--- src/scrc_pkg.sv ---
// scrc_pkg.sv - constants and types for the subroutine call/return control
// Operation
// - call and entry numbers are constants from 0 to 127
// - function code 091 is call, 092 is entry, 093 is return
// - return stack nests 16 deep; a deeper call sets the error flag
// - a call to a number with no entry marker sets the error flag
// - a call to an active subroutine, itself included, sets the error flag
// - a call to a subroutine of another task sets the error flag
// - a call without any error clears the error flag
// - return resumes after the invoking call and pops one level
// - one subroutine may be called from many sites, each returning home
// - a call inside an interlocked section acts as no-operation
// - main code after the first entry marker never runs in sequence
// - a subroutine body runs only through a call, never by fall-through
// - a second pass in one scan turns edge outputs off unsampled
// - an edge output stays on when its subroutine is not called next scan
// - entry and return leave all condition flags unchanged
package scrc_pkg;
	// ------------------------------------------------------------
	// widths and sizes
	// ------------------------------------------------------------
	localparam int PC_W        = 16;
	localparam int FC_W        = 12;
	localparam int SUBN_W      = 7;
	localparam int TASK_W      = 4;
	localparam int STACK_DEPTH = 16;
	localparam int SP_W        = 5;
	localparam int NUM_SUBS    = 128;
	localparam int NUM_EDGE    = 16;
	localparam int EDGE_W      = 4;

	// ------------------------------------------------------------
	// function codes (three decimal digits held as bcd)
	// ------------------------------------------------------------
	localparam logic [FC_W-1:0] FC_NO_OPERATION = 12'h000;
	localparam logic [FC_W-1:0] FC_SUB_CALL     = 12'h091;
	localparam logic [FC_W-1:0] FC_SUB_ENTRY    = 12'h092;
	localparam logic [FC_W-1:0] FC_SUB_RETURN   = 12'h093;
	localparam logic [FC_W-1:0] FC_RISE_EDGE    = 12'h013;
	localparam logic [FC_W-1:0] FC_FALL_EDGE    = 12'h014;

	// ------------------------------------------------------------
	// limits and reset values
	// ------------------------------------------------------------
	localparam logic [SUBN_W-1:0] SUBN_MAX = 7'h7f;
	localparam logic [SP_W-1:0]   SP_FULL  = 5'h10;
	localparam logic [SP_W-1:0]   SP_EMPTY = 5'h00;
	localparam logic [PC_W-1:0]   PC_RESET = 16'h0000;

	// ------------------------------------------------------------
	// sequencer state (one-hot)
	// ------------------------------------------------------------
	typedef enum logic [2:0] {
		SCRC_IDLE = 3'b001,
		SCRC_MAIN = 3'b010,
		SCRC_DONE = 3'b100
	} scrc_state_t;

	// return-stack frame
	typedef struct packed {
		logic [PC_W-1:0]   ret_pc;
		logic [SUBN_W-1:0] subn;
	} scrc_frame_t;
endpackage

--- src/scrc_stack_if.sv ---
// scrc_stack_if.sv - interface between sequencer and return stack memory
`timescale 1ns/10ps
interface scrc_stack_if;
	import scrc_pkg::*;
	logic                push;
	logic                pop;
	logic                clear;
	scrc_frame_t         wdata;
	scrc_frame_t         top;
	logic [SP_W-1:0]     depth;
	logic [NUM_SUBS-1:0] active;

	modport ctrl (output push, output pop, output clear, output wdata,
	              input top, input depth, input active);
	modport mem  (input push, input pop, input clear, input wdata,
	              output top, output depth, output active);
endinterface

--- src/scrc_core.sv ---
// scrc_core.sv - subroutine call, entry and return sequencer for one task
`timescale 1ns/10ps
module scrc_core
	import scrc_pkg::*;
(
	input  wire logic              i_clk,
	input  wire logic              i_rst,
	input  wire logic              i_task_start,
	input  wire logic [TASK_W-1:0] i_task_id,
	input  wire logic              i_scan_start,
	input  wire logic              i_instr_valid,
	input  wire logic [FC_W-1:0]   i_instr_fc,
	input  wire logic [SUBN_W-1:0] i_instr_subn,
	input  wire logic [EDGE_W-1:0] i_instr_edge,
	input  wire logic              i_instr_cond,
	input  wire logic              i_interlock,
	input  wire logic              i_def_valid,
	input  wire logic [SUBN_W-1:0] i_def_subn,
	input  wire logic [TASK_W-1:0] i_def_task,
	input  wire logic [PC_W-1:0]   i_def_pc,
	output logic                   o_instr_ready,
	output logic [PC_W-1:0]        o_pc,
	output logic                   o_error_flag,
	output logic [SP_W-1:0]        o_depth,
	output logic                   o_in_sub,
	output logic [NUM_EDGE-1:0]    o_edge_out
);
	scrc_stack_if st();

	scrc_state_t         state_q;
	logic [PC_W-1:0]     pc_q;
	logic                err_q;
	logic [PC_W-1:0]     entry_pc_q [NUM_SUBS];
	logic [TASK_W-1:0]   entry_task_q [NUM_SUBS];
	logic [NUM_SUBS-1:0] defined_q;
	logic [NUM_SUBS-1:0] ran_q;
	logic [NUM_EDGE-1:0] edge_q;
	logic [NUM_EDGE-1:0] prev_in_q;

	// ------------------------------------------------------------
	// decode helpers
	// ------------------------------------------------------------
	function automatic logic is_fc(input logic [FC_W-1:0] fc, input logic [FC_W-1:0] ref_fc);
		return fc == ref_fc;
	endfunction

	function automatic logic [PC_W-1:0] next_pc(input logic [PC_W-1:0] pc);
		return pc + 16'h0001;
	endfunction

	logic take;
	logic do_call;
	logic do_ret;
	logic do_entry;
	logic is_edge;
	logic in_sub;
	logic call_err;
	logic subn_ok;

	// a restart edge takes no instruction, so no flag or edge output moves then
	assign take     = i_instr_valid && state_q == SCRC_MAIN && !i_task_start;
	assign in_sub   = st.depth != SP_EMPTY;
	// call taken unless interlocked, which turns it into no-operation
	assign do_call  = take && is_fc(i_instr_fc, FC_SUB_CALL) && !i_interlock;
	assign do_ret   = take && is_fc(i_instr_fc, FC_SUB_RETURN);
	assign do_entry = take && is_fc(i_instr_fc, FC_SUB_ENTRY);
	assign is_edge  = take && (is_fc(i_instr_fc, FC_RISE_EDGE) || is_fc(i_instr_fc, FC_FALL_EDGE));
	assign subn_ok  = i_instr_subn <= SUBN_MAX;

	// error conditions of a call, checked together
	assign call_err = !subn_ok
		|| st.depth == SP_FULL
		|| !defined_q[i_instr_subn]
		|| st.active[i_instr_subn]
		|| entry_task_q[i_instr_subn] != i_task_id;

	assign o_instr_ready = state_q == SCRC_MAIN;

	// ------------------------------------------------------------
	// entry-marker directory, loaded while a task program is scanned in
	// ------------------------------------------------------------
	always_ff @(posedge i_clk) begin
		if (i_rst) begin
			defined_q <= '0;
		end else if (i_def_valid) begin
			defined_q[i_def_subn] <= 1'b1;
		end
	end

	always_ff @(posedge i_clk) begin
		if (i_def_valid) begin
			entry_pc_q[i_def_subn]   <= i_def_pc;
			entry_task_q[i_def_subn] <= i_def_task;
		end
	end

	// ------------------------------------------------------------
	// sequencer state
	// ------------------------------------------------------------
	always_ff @(posedge i_clk) begin
		if (i_rst) begin
			state_q <= SCRC_IDLE;
		end else if (i_task_start) begin
			state_q <= SCRC_MAIN;
		end else begin
			case (state_q)
				SCRC_IDLE: state_q <= SCRC_IDLE;
				// entry marker reached in sequence ends the main program
				SCRC_MAIN: begin
					if (do_entry && !in_sub) begin
						state_q <= SCRC_DONE;
					end
				end
				SCRC_DONE: state_q <= SCRC_DONE;
				default:   state_q <= SCRC_IDLE;
			endcase
		end
	end

	// ------------------------------------------------------------
	// program counter
	// ------------------------------------------------------------
	always_ff @(posedge i_clk) begin
		if (i_rst) begin
			pc_q <= PC_RESET;
		end else if (i_task_start) begin
			pc_q <= PC_RESET;
		end else if (do_call && !call_err) begin
			pc_q <= next_pc(entry_pc_q[i_instr_subn]);
		end else if (do_ret && in_sub) begin
			pc_q <= st.top.ret_pc;
		end else if (take) begin
			pc_q <= next_pc(pc_q);
		end
	end

	// return stack control
	always_comb begin
		st.push       = do_call && !call_err;
		st.pop        = do_ret && in_sub;
		st.clear      = i_task_start;
		st.wdata.ret_pc = next_pc(pc_q);
		st.wdata.subn   = i_instr_subn;
	end

	// ------------------------------------------------------------
	// error flag: only a taken call writes it
	// ------------------------------------------------------------
	always_ff @(posedge i_clk) begin
		if (i_rst) begin
			err_q <= 1'b0;
		end else if (do_call) begin
			err_q <= call_err;
		end
		// entry and return leave the flag alone
	end

	// ------------------------------------------------------------
	// per-scan run tracking and edge-detect outputs
	// ------------------------------------------------------------
	always_ff @(posedge i_clk) begin
		if (i_rst || i_scan_start) begin
			ran_q <= '0;
		end else if (st.push) begin
			ran_q[i_instr_subn] <= 1'b1;
		end
	end

	// set when a call re-enters a subroutine already run in this scan
	logic [NUM_SUBS-1:0] twice_q;
	always_ff @(posedge i_clk) begin
		if (i_rst || i_scan_start) begin
			twice_q <= '0;
		end else if (st.push && ran_q[i_instr_subn]) begin
			twice_q[i_instr_subn] <= 1'b1;
		end
	end

	// pass state follows the top frame, so a nested callee keeps its own record
	logic second_pass;
	logic edge_fire;
	assign second_pass = in_sub && twice_q[st.top.subn];
	assign edge_fire = is_fc(i_instr_fc, FC_RISE_EDGE)
		? (i_instr_cond && !prev_in_q[i_instr_edge])
		: (!i_instr_cond && prev_in_q[i_instr_edge]);

	// second pass forces off unsampled; untouched outputs hold
	always_ff @(posedge i_clk) begin
		if (i_rst) begin
			edge_q    <= '0;
			prev_in_q <= '0;
		end else if (is_edge) begin
			if (second_pass) begin
				edge_q[i_instr_edge] <= 1'b0;
			end else begin
				edge_q[i_instr_edge]    <= edge_fire;
				prev_in_q[i_instr_edge] <= i_instr_cond;
			end
		end
		// no call means no write, so a set output stays on
	end

	scrc_return_stack u_stack (
		.i_clk (i_clk),
		.i_rst (i_rst),
		.st    (st.mem)
	);

	// ------------------------------------------------------------
	// outputs
	// ------------------------------------------------------------
	assign o_pc         = pc_q;
	assign o_error_flag = err_q;
	assign o_depth      = st.depth;
	assign o_in_sub     = in_sub;
	assign o_edge_out   = edge_q;
endmodule

--- src/scrc_return_stack.sv ---
// scrc_return_stack.sv - sixteen-deep return stack with active-subroutine map
`timescale 1ns/10ps
module scrc_return_stack
	import scrc_pkg::*;
(
	input  wire logic i_clk,
	input  wire logic i_rst,
	scrc_stack_if.mem st
);
	scrc_frame_t         mem_q [STACK_DEPTH];
	logic [SP_W-1:0]     sp_q;
	logic [NUM_SUBS-1:0] act_q;
	scrc_frame_t         top_q;

	// ------------------------------------------------------------
	// frame storage and registered top of stack
	// ------------------------------------------------------------
	// write the frame at the stack pointer on push
	always_ff @(posedge i_clk) begin
		if (st.push && sp_q != SP_FULL) begin
			mem_q[sp_q[3:0]] <= st.wdata;
		end
	end

	// registered top: new frame on push, frame below on pop
	always_ff @(posedge i_clk) begin
		if (i_rst || st.clear) begin
			top_q <= '0;
		end else if (st.push && sp_q != SP_FULL) begin
			top_q <= st.wdata;
		end else if (st.pop && sp_q > 5'h01) begin
			top_q <= mem_q[4'(sp_q - 5'h02)];
		end
	end

	// ------------------------------------------------------------
	// depth and active map
	// ------------------------------------------------------------
	always_ff @(posedge i_clk) begin
		if (i_rst || st.clear) begin
			sp_q  <= SP_EMPTY;
			act_q <= '0;
		end else if (st.push && sp_q != SP_FULL) begin
			sp_q                 <= sp_q + 5'h01;
			act_q[st.wdata.subn] <= 1'b1;
		end else if (st.pop && sp_q != SP_EMPTY) begin
			sp_q              <= sp_q - 5'h01;
			act_q[top_q.subn] <= 1'b0;
		end
	end

	assign st.top    = top_q;
	assign st.depth  = sp_q;
	assign st.active = act_q;
endmodule

--- config.mk ---
export PLATFORM = sky130hd
export DESIGN_NAME = scrc_core
export DESIGN_NICKNAME = d
export VERILOG_FILES = /design/src/scrc_pkg.sv /design/src/scrc_stack_if.sv /design/src/scrc_core.sv /design/src/scrc_return_stack.sv
export SDC_FILE = /design/constraint.sdc
export NUM_CORES = 2
export LEC_CHECK = 0
export BUFFER_PORTS_ARGS = -buffer_cell sky130_fd_sc_hd__buf_4
export CORE_MARGIN = 2
export CORE_UTILIZATION = 50
export CTS_CLUSTER_SIZE = 24
export DETAILED_ROUTE_END_ITERATION = 10
export GPL_ROUTABILITY_DRIVEN = 0
export PLACE_DENSITY = 0.62
export SKIP_CTS_REPAIR_TIMING = 1
export SYNTH_ARGS = -nofsm -noshare
export SYNTH_HDL_FRONTEND = slang
export SYNTH_SLANG_ARGS = --single-unit
--- constraint.sdc ---
create_clock -name i_clk -period 8.21 [get_ports i_clk]
set_input_delay 1.642 -clock i_clk [delete_from_list [all_inputs] [get_ports i_clk]]
set_output_delay 1.642 -clock i_clk [all_outputs]
set_load 0.02 [all_outputs]
### Word-level counts from Yosys, hierarchy flattened

Memory sizes are Yosys's and may differ from the RTL's.
Index checks and enable logic that the tools add are counted.

* mux-type cells: 38
* $lt $le $gt $ge: 10
* add/subtract/negate cells: 5
* reduce and logical (&&, ||, !) cells: 42
* equality and inequality tests: 12
* bitwise logic cells: 9

Operator list (count)
* 128-bit bitwise OR: 4
* 128-bit 2-to-1 mux: 2
* 128-bit AND: 1
* 128-bit inverter: 1
* 16-bit 2-to-1 mux: 4
* 23-bit 2-to-1 mux: 2
* 12-bit by 8-bit == test with 1-bit output (second input constant): 3
* 16-bit by 1-bit adder with 16-bit output (second input constant): 2
* 16-bit bitwise mux: 2
* 1-bit binary-select mux with 7-bit select: 4
* 12-bit by 5-bit == test with 1-bit output (second input constant): 2
* 7-bit by 8-bit less-than comparator with 1-bit output (second input constant): 3
* 1-bit demux with 7-bit select: 3
* 7-bit by 1-bit >= comparator with 1-bit output (second input constant): 3
* 1-bit logical AND: 21
* 16-bit AND: 1
* 16-bit inverter: 1
* 1-bit 2-to-1 mux: 14
* 5-bit 2-to-1 mux: 2
* 1-bit zero test: 8
* 7-bit less-or-equal comparator (second input constant): 1
* 1-bit logical OR: 7
* 3-bit case mux with 2 select lines: 1
* 5-bit by 1-bit adder with 5-bit output (second input constant): 1
* other kinds (22): 23

* RAM bits: 2928
* flip-flop bits (word level): 592
* output and inout bits: 40
* memories: 3

Memories
* entry_pc_q: depth 128, bits a word 16, read ports 1, clocked after Yosys merged registers in 0, write ports 1, line scrc_core.sv:33 `logic [PC_W-1:0] entry_pc_q [NUM_SUBS];`
* entry_task_q: depth 128, bits a word 4, read ports 1, clocked after Yosys merged registers in 0, write ports 1, line scrc_core.sv:34 `logic [TASK_W-1:0] entry_task_q [NUM_SUBS];`
* u_stack.mem_q: depth 16, bits a word 23, read ports 1, clocked after Yosys merged registers in 0, write ports 1, line scrc_return_stack.sv:10 `scrc_frame_t mem_q [STACK_DEPTH];`

### Depth between registers and ports, before layout

* depth after elaboration: 11
* depth in mapped cells: 23
* gate-level depth less buffers: 12

### Cells and area by module

Synthesis repeated with hierarchy kept, for this count alone.

* cell total of the unflattened synthesis: 8846
* area total of the unflattened synthesis: 138285.1 µm²

Modules (own cells, without submodules)
* scrc_core: cells each 7517, area an instance 117843.0 µm², times used 1, sequential area each 85602.1 µm²
* scrc_return_stack: cells each 1329, area an instance 20442.1 µm², times used 1, sequential area each 14173.6 µm²

### Worst setup path after synthesis

No wires, ideal clock.

* path type: input-to-reg
* start: input port i_instr_subn[1]
* end: memory u_stack.mem_q[1][0] (netlist name) (enable)
* arrival time: 6150 ps
* cell stages on the path: 15
* path slack: 1629 ps
* cells stage by stage: buf_4 > buf_2 > buf_2 > buf_2 > buf_2 > mux2_2 > a21oi_1 > o21ai_0 > a221oi_1 > nand4_1 > xor2_1 > nor4_1 > clkbuf_1 > nand2_1 > nor3_1

* longest elaborated chain between the ends: 11
* elaborated cells between the ends (all ways): 18
* classes of those cells: order compare: 1; eq/ne: 1; mux: 6; reduce/logical: 9; memory: 1

RTL lines
* start: declaration: line scrc_core.sv:13 `input wire logic [SUBN_W-1:0] i_instr_subn,`
* 1-bit binary-select mux with 7-bit select or 7-bit less-or-equal comparator (tied branches): line scrc_core.sv:73, scrc_core.sv:68
* 1-bit 2-to-1 mux (not written as such) or 1-bit zero test (tied branches): line scrc_core.sv:73, scrc_core.sv:71
* 1-bit zero test or 1-bit logical OR (tied branches): line scrc_core.sv:73, scrc_core.sv:72
* 1-bit logical OR: line scrc_core.sv:73 `|| !defined_q[i_instr_subn]`
* 1-bit logical OR: line scrc_core.sv:74 `|| st.active[i_instr_subn]`
* 1-bit logical OR (*): line scrc_core.sv:75 `|| entry_task_q[i_instr_subn] != i_task_id;`
* 1-bit zero test (*): line scrc_core.sv:139 `st.push = do_call && !call_err;`
* 1-bit logical AND (*): line scrc_core.sv:139
* 1-bit logical AND (*): line scrc_return_stack.sv:20 `if (st.push && sp_q != SP_FULL) begin`
* 1-bit 2-to-1 mux (*): line scrc_return_stack.sv:20
* 1-bit 2-to-1 mux (not written as such) (*): line scrc_return_stack.sv:21 `mem_q[sp_q[3:0]] <= st.wdata;`
* end: declaration: line scrc_return_stack.sv:10

Mark *: on every way between the ends. The rest lies on a longest branch, timed or not. The select of a mux whose other input is x is not followed.

### Final worst setup path

* start: input port i_instr_subn[3]
* end: memory u_stack.mem_q[2][22] (netlist name) (enable)

Same word-level chain as after synthesis.

==> metrics.csv <==
metric;value;unit
Worst R2R End;u_stack.mem_q[2][22];
Critical-path top delay cell;sky130_fd_sc_hd__nor2_1;
Hold WC Path Type;register to register;
count of final hold-check violations;0;
Clk Tree Root Cell;sky130_fd_sc_hd__clkbuf_16;
DIE AREA;279000;um2
latest clock arrival within the worst-skew pair;1.00;ns
number of rows created at floorplan;192;
fraction of power consumed by the clock network;43.3;%
proportion of power drawn by combinational gates;5.7;%
actual transition at the worst max-transition pin;1.64;ns
sort of element at the start of the critical path;input pin;
unrepaired setup endpoints after global routing;false;
TNS Setup;0;ns
Max-Slew Margin vs Limit;-9.36;%
maximum level of the CTS H-tree;5;
DP Wirelength;304000;um
Syn Nets;8796;
global routing usage summed across all routing layers;35.0;%
horizontal die dimension;528;um
Yosys cell types;95;
asr flop ratio synth;0;%
count of pins over their slew limit;4;
count of nets left with antenna violations after detail routing;0;
ratio of cells with drive above 1 in the final layout;20.3;%
YS warnings;0;
number of buffers and inverters on the critical path;4;
vias in the first global route;84255;
via count;89508;
Crit. End Element;register;
Synth Area per Inst;15.8;um2
area taken by multi-input logic gates;35400;um2
Initial Utilization;50.3;%
post-layout worst setup margin;1.48;ns
ratio of final minimum period to clock period;82.0;%
layout net count;9106;
most used cell, CP;sky130_fd_sc_hd__buf_4;
max-capacitance violation count;2;
Post-Place Worst Slack;0.666;ns
startpoint of the tightest hold check path;ran_q[85];
Int Pwr;0.0292;W
reg-to-reg slack, setup;3.01;ns
critical register-to-register path startpoint;state_q[1];
Static Leak;50.9;nW
number of antenna violations at the first check in global routing;43;
iteration-0 DRC count of the detailed router;15176;
proportion of power drawn by flip-flops and latches;51.0;%
highest achievable clock rate;148;MHz
total wire length after detailed routing;496000;um
count of flip-flops with a built-in enable after synthesis;2928;
post-synthesis instance total;8724;
hold path depth;2;
status;finished with violations;
type of the worst setup path;input pin to register;
height of the chip;528;um
routed len/inst;38.3;um
cell area after synthesis;138000;um2
area growth from synthesis to layout;14.0;%
drt pass-1 iters;9;
wire length of the first global-routing pass;682000;um
Worst Reg-to-Reg Cells;12;
maximum number of pins on one net before global-route repair;201;
Core Util, Final;57.3;%
endpoints failing setup;0;
count of unresolved DRC violations after routing;0;
overflow left after global routing;0;
crit-path leading delay family;simple AND/OR/NAND/NOR gates;
power per unit of standard cell area;242;nW/um2
Layout Skew;0.0704;ns
Yosys reg bits;3520;
cells along the critical path;buf_4 > buf_12 > nor2_1 > nand2_2 > o22ai_1 > a211o_1 > or4_1 > nand4_1 > nor4_2 > buf_4 > nand2_1 > nor3_2 > buf_4;
post-detailed-route via-to-cell ratio;6.91;
Filler Cells Inserted;20846;
failing checks;capacitance limit, slew limit;
required time of the critical path;8.82;ns
post-synthesis sequential area ratio;72.6;%
data arrival time of the worst path;7.34;ns
FF+latch area;99800;um2
worst setup path startpoint;i_instr_subn[3];
Non-Filler Cell Area, Final;157000;um2
switching power summed over all nets;0.00874;W
Port Buf Inserts;101;
switching power as a share of total power;23.0;%
peak supply drop;0.000186;V
crit path max fanout;34;
TritonCTS clock tree;built;
buffer depth of the longest clock path;4;
Crit path largest cell delay;0.93;ns
minimum clock period after layout;6.73;ns
sinks on the clock net;3520;
Clk pin slew, worst setup/hold paths;0.06;ns
io pins;102;
placeable core region;274000;um2
Num CTS Buffers;360;
Placement Cell Area;145000;um2
main flop type after synthesis;sky130_fd_sc_hd__edfxtp_1;
Worst Hold End;ran_q[85];
## Yosys cell counts, drive strengths merged (45+ instances only)
| cell | number | share of area, % |
|---|---|---|
| a22o | 67 | 0.43 |
| nand4 | 46 | 0.21 |
| nand2 | 319 | 0.87 |
| nor3 | 71 | 0.26 |
| mux2 | 179 | 1.5 |
| nor2 | 906 | 2.5 |
| a22oi | 203 | 1.1 |
| dfxtp | 592 | 8.6 |
| nand3 | 91 | 0.33 |
| a21oi | 561 | 2.0 |
| a31oi | 51 | 0.23 |
| clkbuf | 310 | 0.85 |
| mux2i | 356 | 2.6 |
| a211oi | 151 | 0.82 |
| o22ai | 164 | 0.75 |
| edfxtp | 2928 | 64 |
| a221oi | 294 | 1.9 |
| buf | 329 | 1.4 |
| mux4 | 348 | 5.7 |
| o221ai | 45 | 0.29 |
| o21ai | 175 | 0.64 |
## worst max path at each step
| stage | end | slack (ns) | depth (start not counted) |
|---|---|---|---|
| global placement | u_stack.mem_q[1][22] | 0.77 | 16 |
| detailed placement | u_stack.mem_q[1][22] | 0.67 | 16 |
| CTS | u_stack.mem_q[1][13] | 1.65 | 16 |
| floorplan | u_stack.mem_q[1][0] | 1.63 | 15 |
| finish | u_stack.mem_q[2][22] | 1.48 | 13 |
| global route | u_stack.mem_q[1][13] | 1.48 | 16 |
## cell type report
type / count / share of cell area (%)
flip-flops and latches: 3520 / 63.7
diodes: 23 / 0.0367
well taps: 3589 / 2.87
multi-input cells: 4521 / 22.6
repair buffers: 587 / 3.23
clock buffers: 470 / 6.17
inverters: 44 / 0.115
clock inverters: 193 / 1.31
## routing by layer
metal	GRT usage, %	vias up	routed length [um]
met5	0.693	-	437
met4	21.3	48	37300
met3	11.2	1578	68900
met2	51.2	6954	214000
met1	45.6	45655	176000
li1	-	35273	-
## worst register-to-register path, stage by stage (launching register included)
cell                      delay (ns)
sky130_fd_sc_hd__dfxtp_1        0.34
sky130_fd_sc_hd__nor3b_1        0.51
sky130_fd_sc_hd__and3b_1        0.97
sky130_fd_sc_hd__and3_1         0.37
sky130_fd_sc_hd__nand4_1        0.10
sky130_fd_sc_hd__o22a_1         0.20
sky130_fd_sc_hd__nor2_1         0.37
sky130_fd_sc_hd__nand4_1        0.19
sky130_fd_sc_hd__nor4_2         0.74
sky130_fd_sc_hd__buf_4          0.32
sky130_fd_sc_hd__nand2_1        0.17
sky130_fd_sc_hd__nor3_2         0.18
sky130_fd_sc_hd__buf_4          0.36
## power groups by stage
stage	clock network, W	registers [W]	logic [W]
6_report	0.0164	0.0194	0.00215
5_1_grt	0.0172	0.0194	0.00213
4_1_cts	0.0165	0.0194	0.00203
3_5_place_dp	0	0.0197	0.00203
3_3_place_gp	0	0.0197	0.00201
2_1_floorplan	0	0.0197	0.000890
## registers in the layout (all words and copies together) (netlist names), 16 cells and up
| register | cells |
|---|---|
| o_pc | 16 |
| ran_q | 128 |
| u_stack.st.top | 23 |
| entry_pc_q | 2048 |
| entry_task_q | 512 |
| u_stack.st.active | 128 |
| defined_q | 128 |
| o_edge_out | 16 |
| twice_q | 128 |
| u_stack.mem_q | 368 |
| prev_in_q | 16 |
## through the flow
step,hold WS [ns],total power (W),std cells
floorplan,0.426,0.0206,8724
global placement,0.434,0.0218,12258
detailed placement,0.444,0.0218,12261
CTS,0.453,0.0379,12924
global route,0.474,0.0387,12934
finish,0.459,0.0380,12947
## cell families after synthesis
| group | Yosys count | share of synthesized area (%) |
|---|---|---|
| buffers and inverters | 683 | 2.37 |
| XOR/XNOR | 34 | 0.217 |
| multiplexers | 883 | 9.76 |
| flip-flops | 3520 | 72.6 |
| AO/OA/AOI/OAI | 1940 | 9.69 |
| adder cells (fa/ha/maj) | 10 | 0.0910 |
| AND/OR/NAND/NOR | 1654 | 5.32 |
## layout by cell type, fill, tap and decap left out, types with 167 or more instances in the layout
master / count
sky130_fd_sc_hd__edfxtp_1: 2928
sky130_fd_sc_hd__nor2_1: 745
sky130_fd_sc_hd__dfxtp_1: 588
sky130_fd_sc_hd__a21oi_1: 559
sky130_fd_sc_hd__buf_4: 532
sky130_fd_sc_hd__clkbuf_16: 363
sky130_fd_sc_hd__mux2i_1: 356
sky130_fd_sc_hd__mux4_2: 348
sky130_fd_sc_hd__nand2_1: 317
sky130_fd_sc_hd__a221oi_1: 293
sky130_fd_sc_hd__a22oi_1: 203
sky130_fd_sc_hd__mux2_2: 177
sky130_fd_sc_hd__o21ai_0: 167
Power figures use the tool's default switching activity.
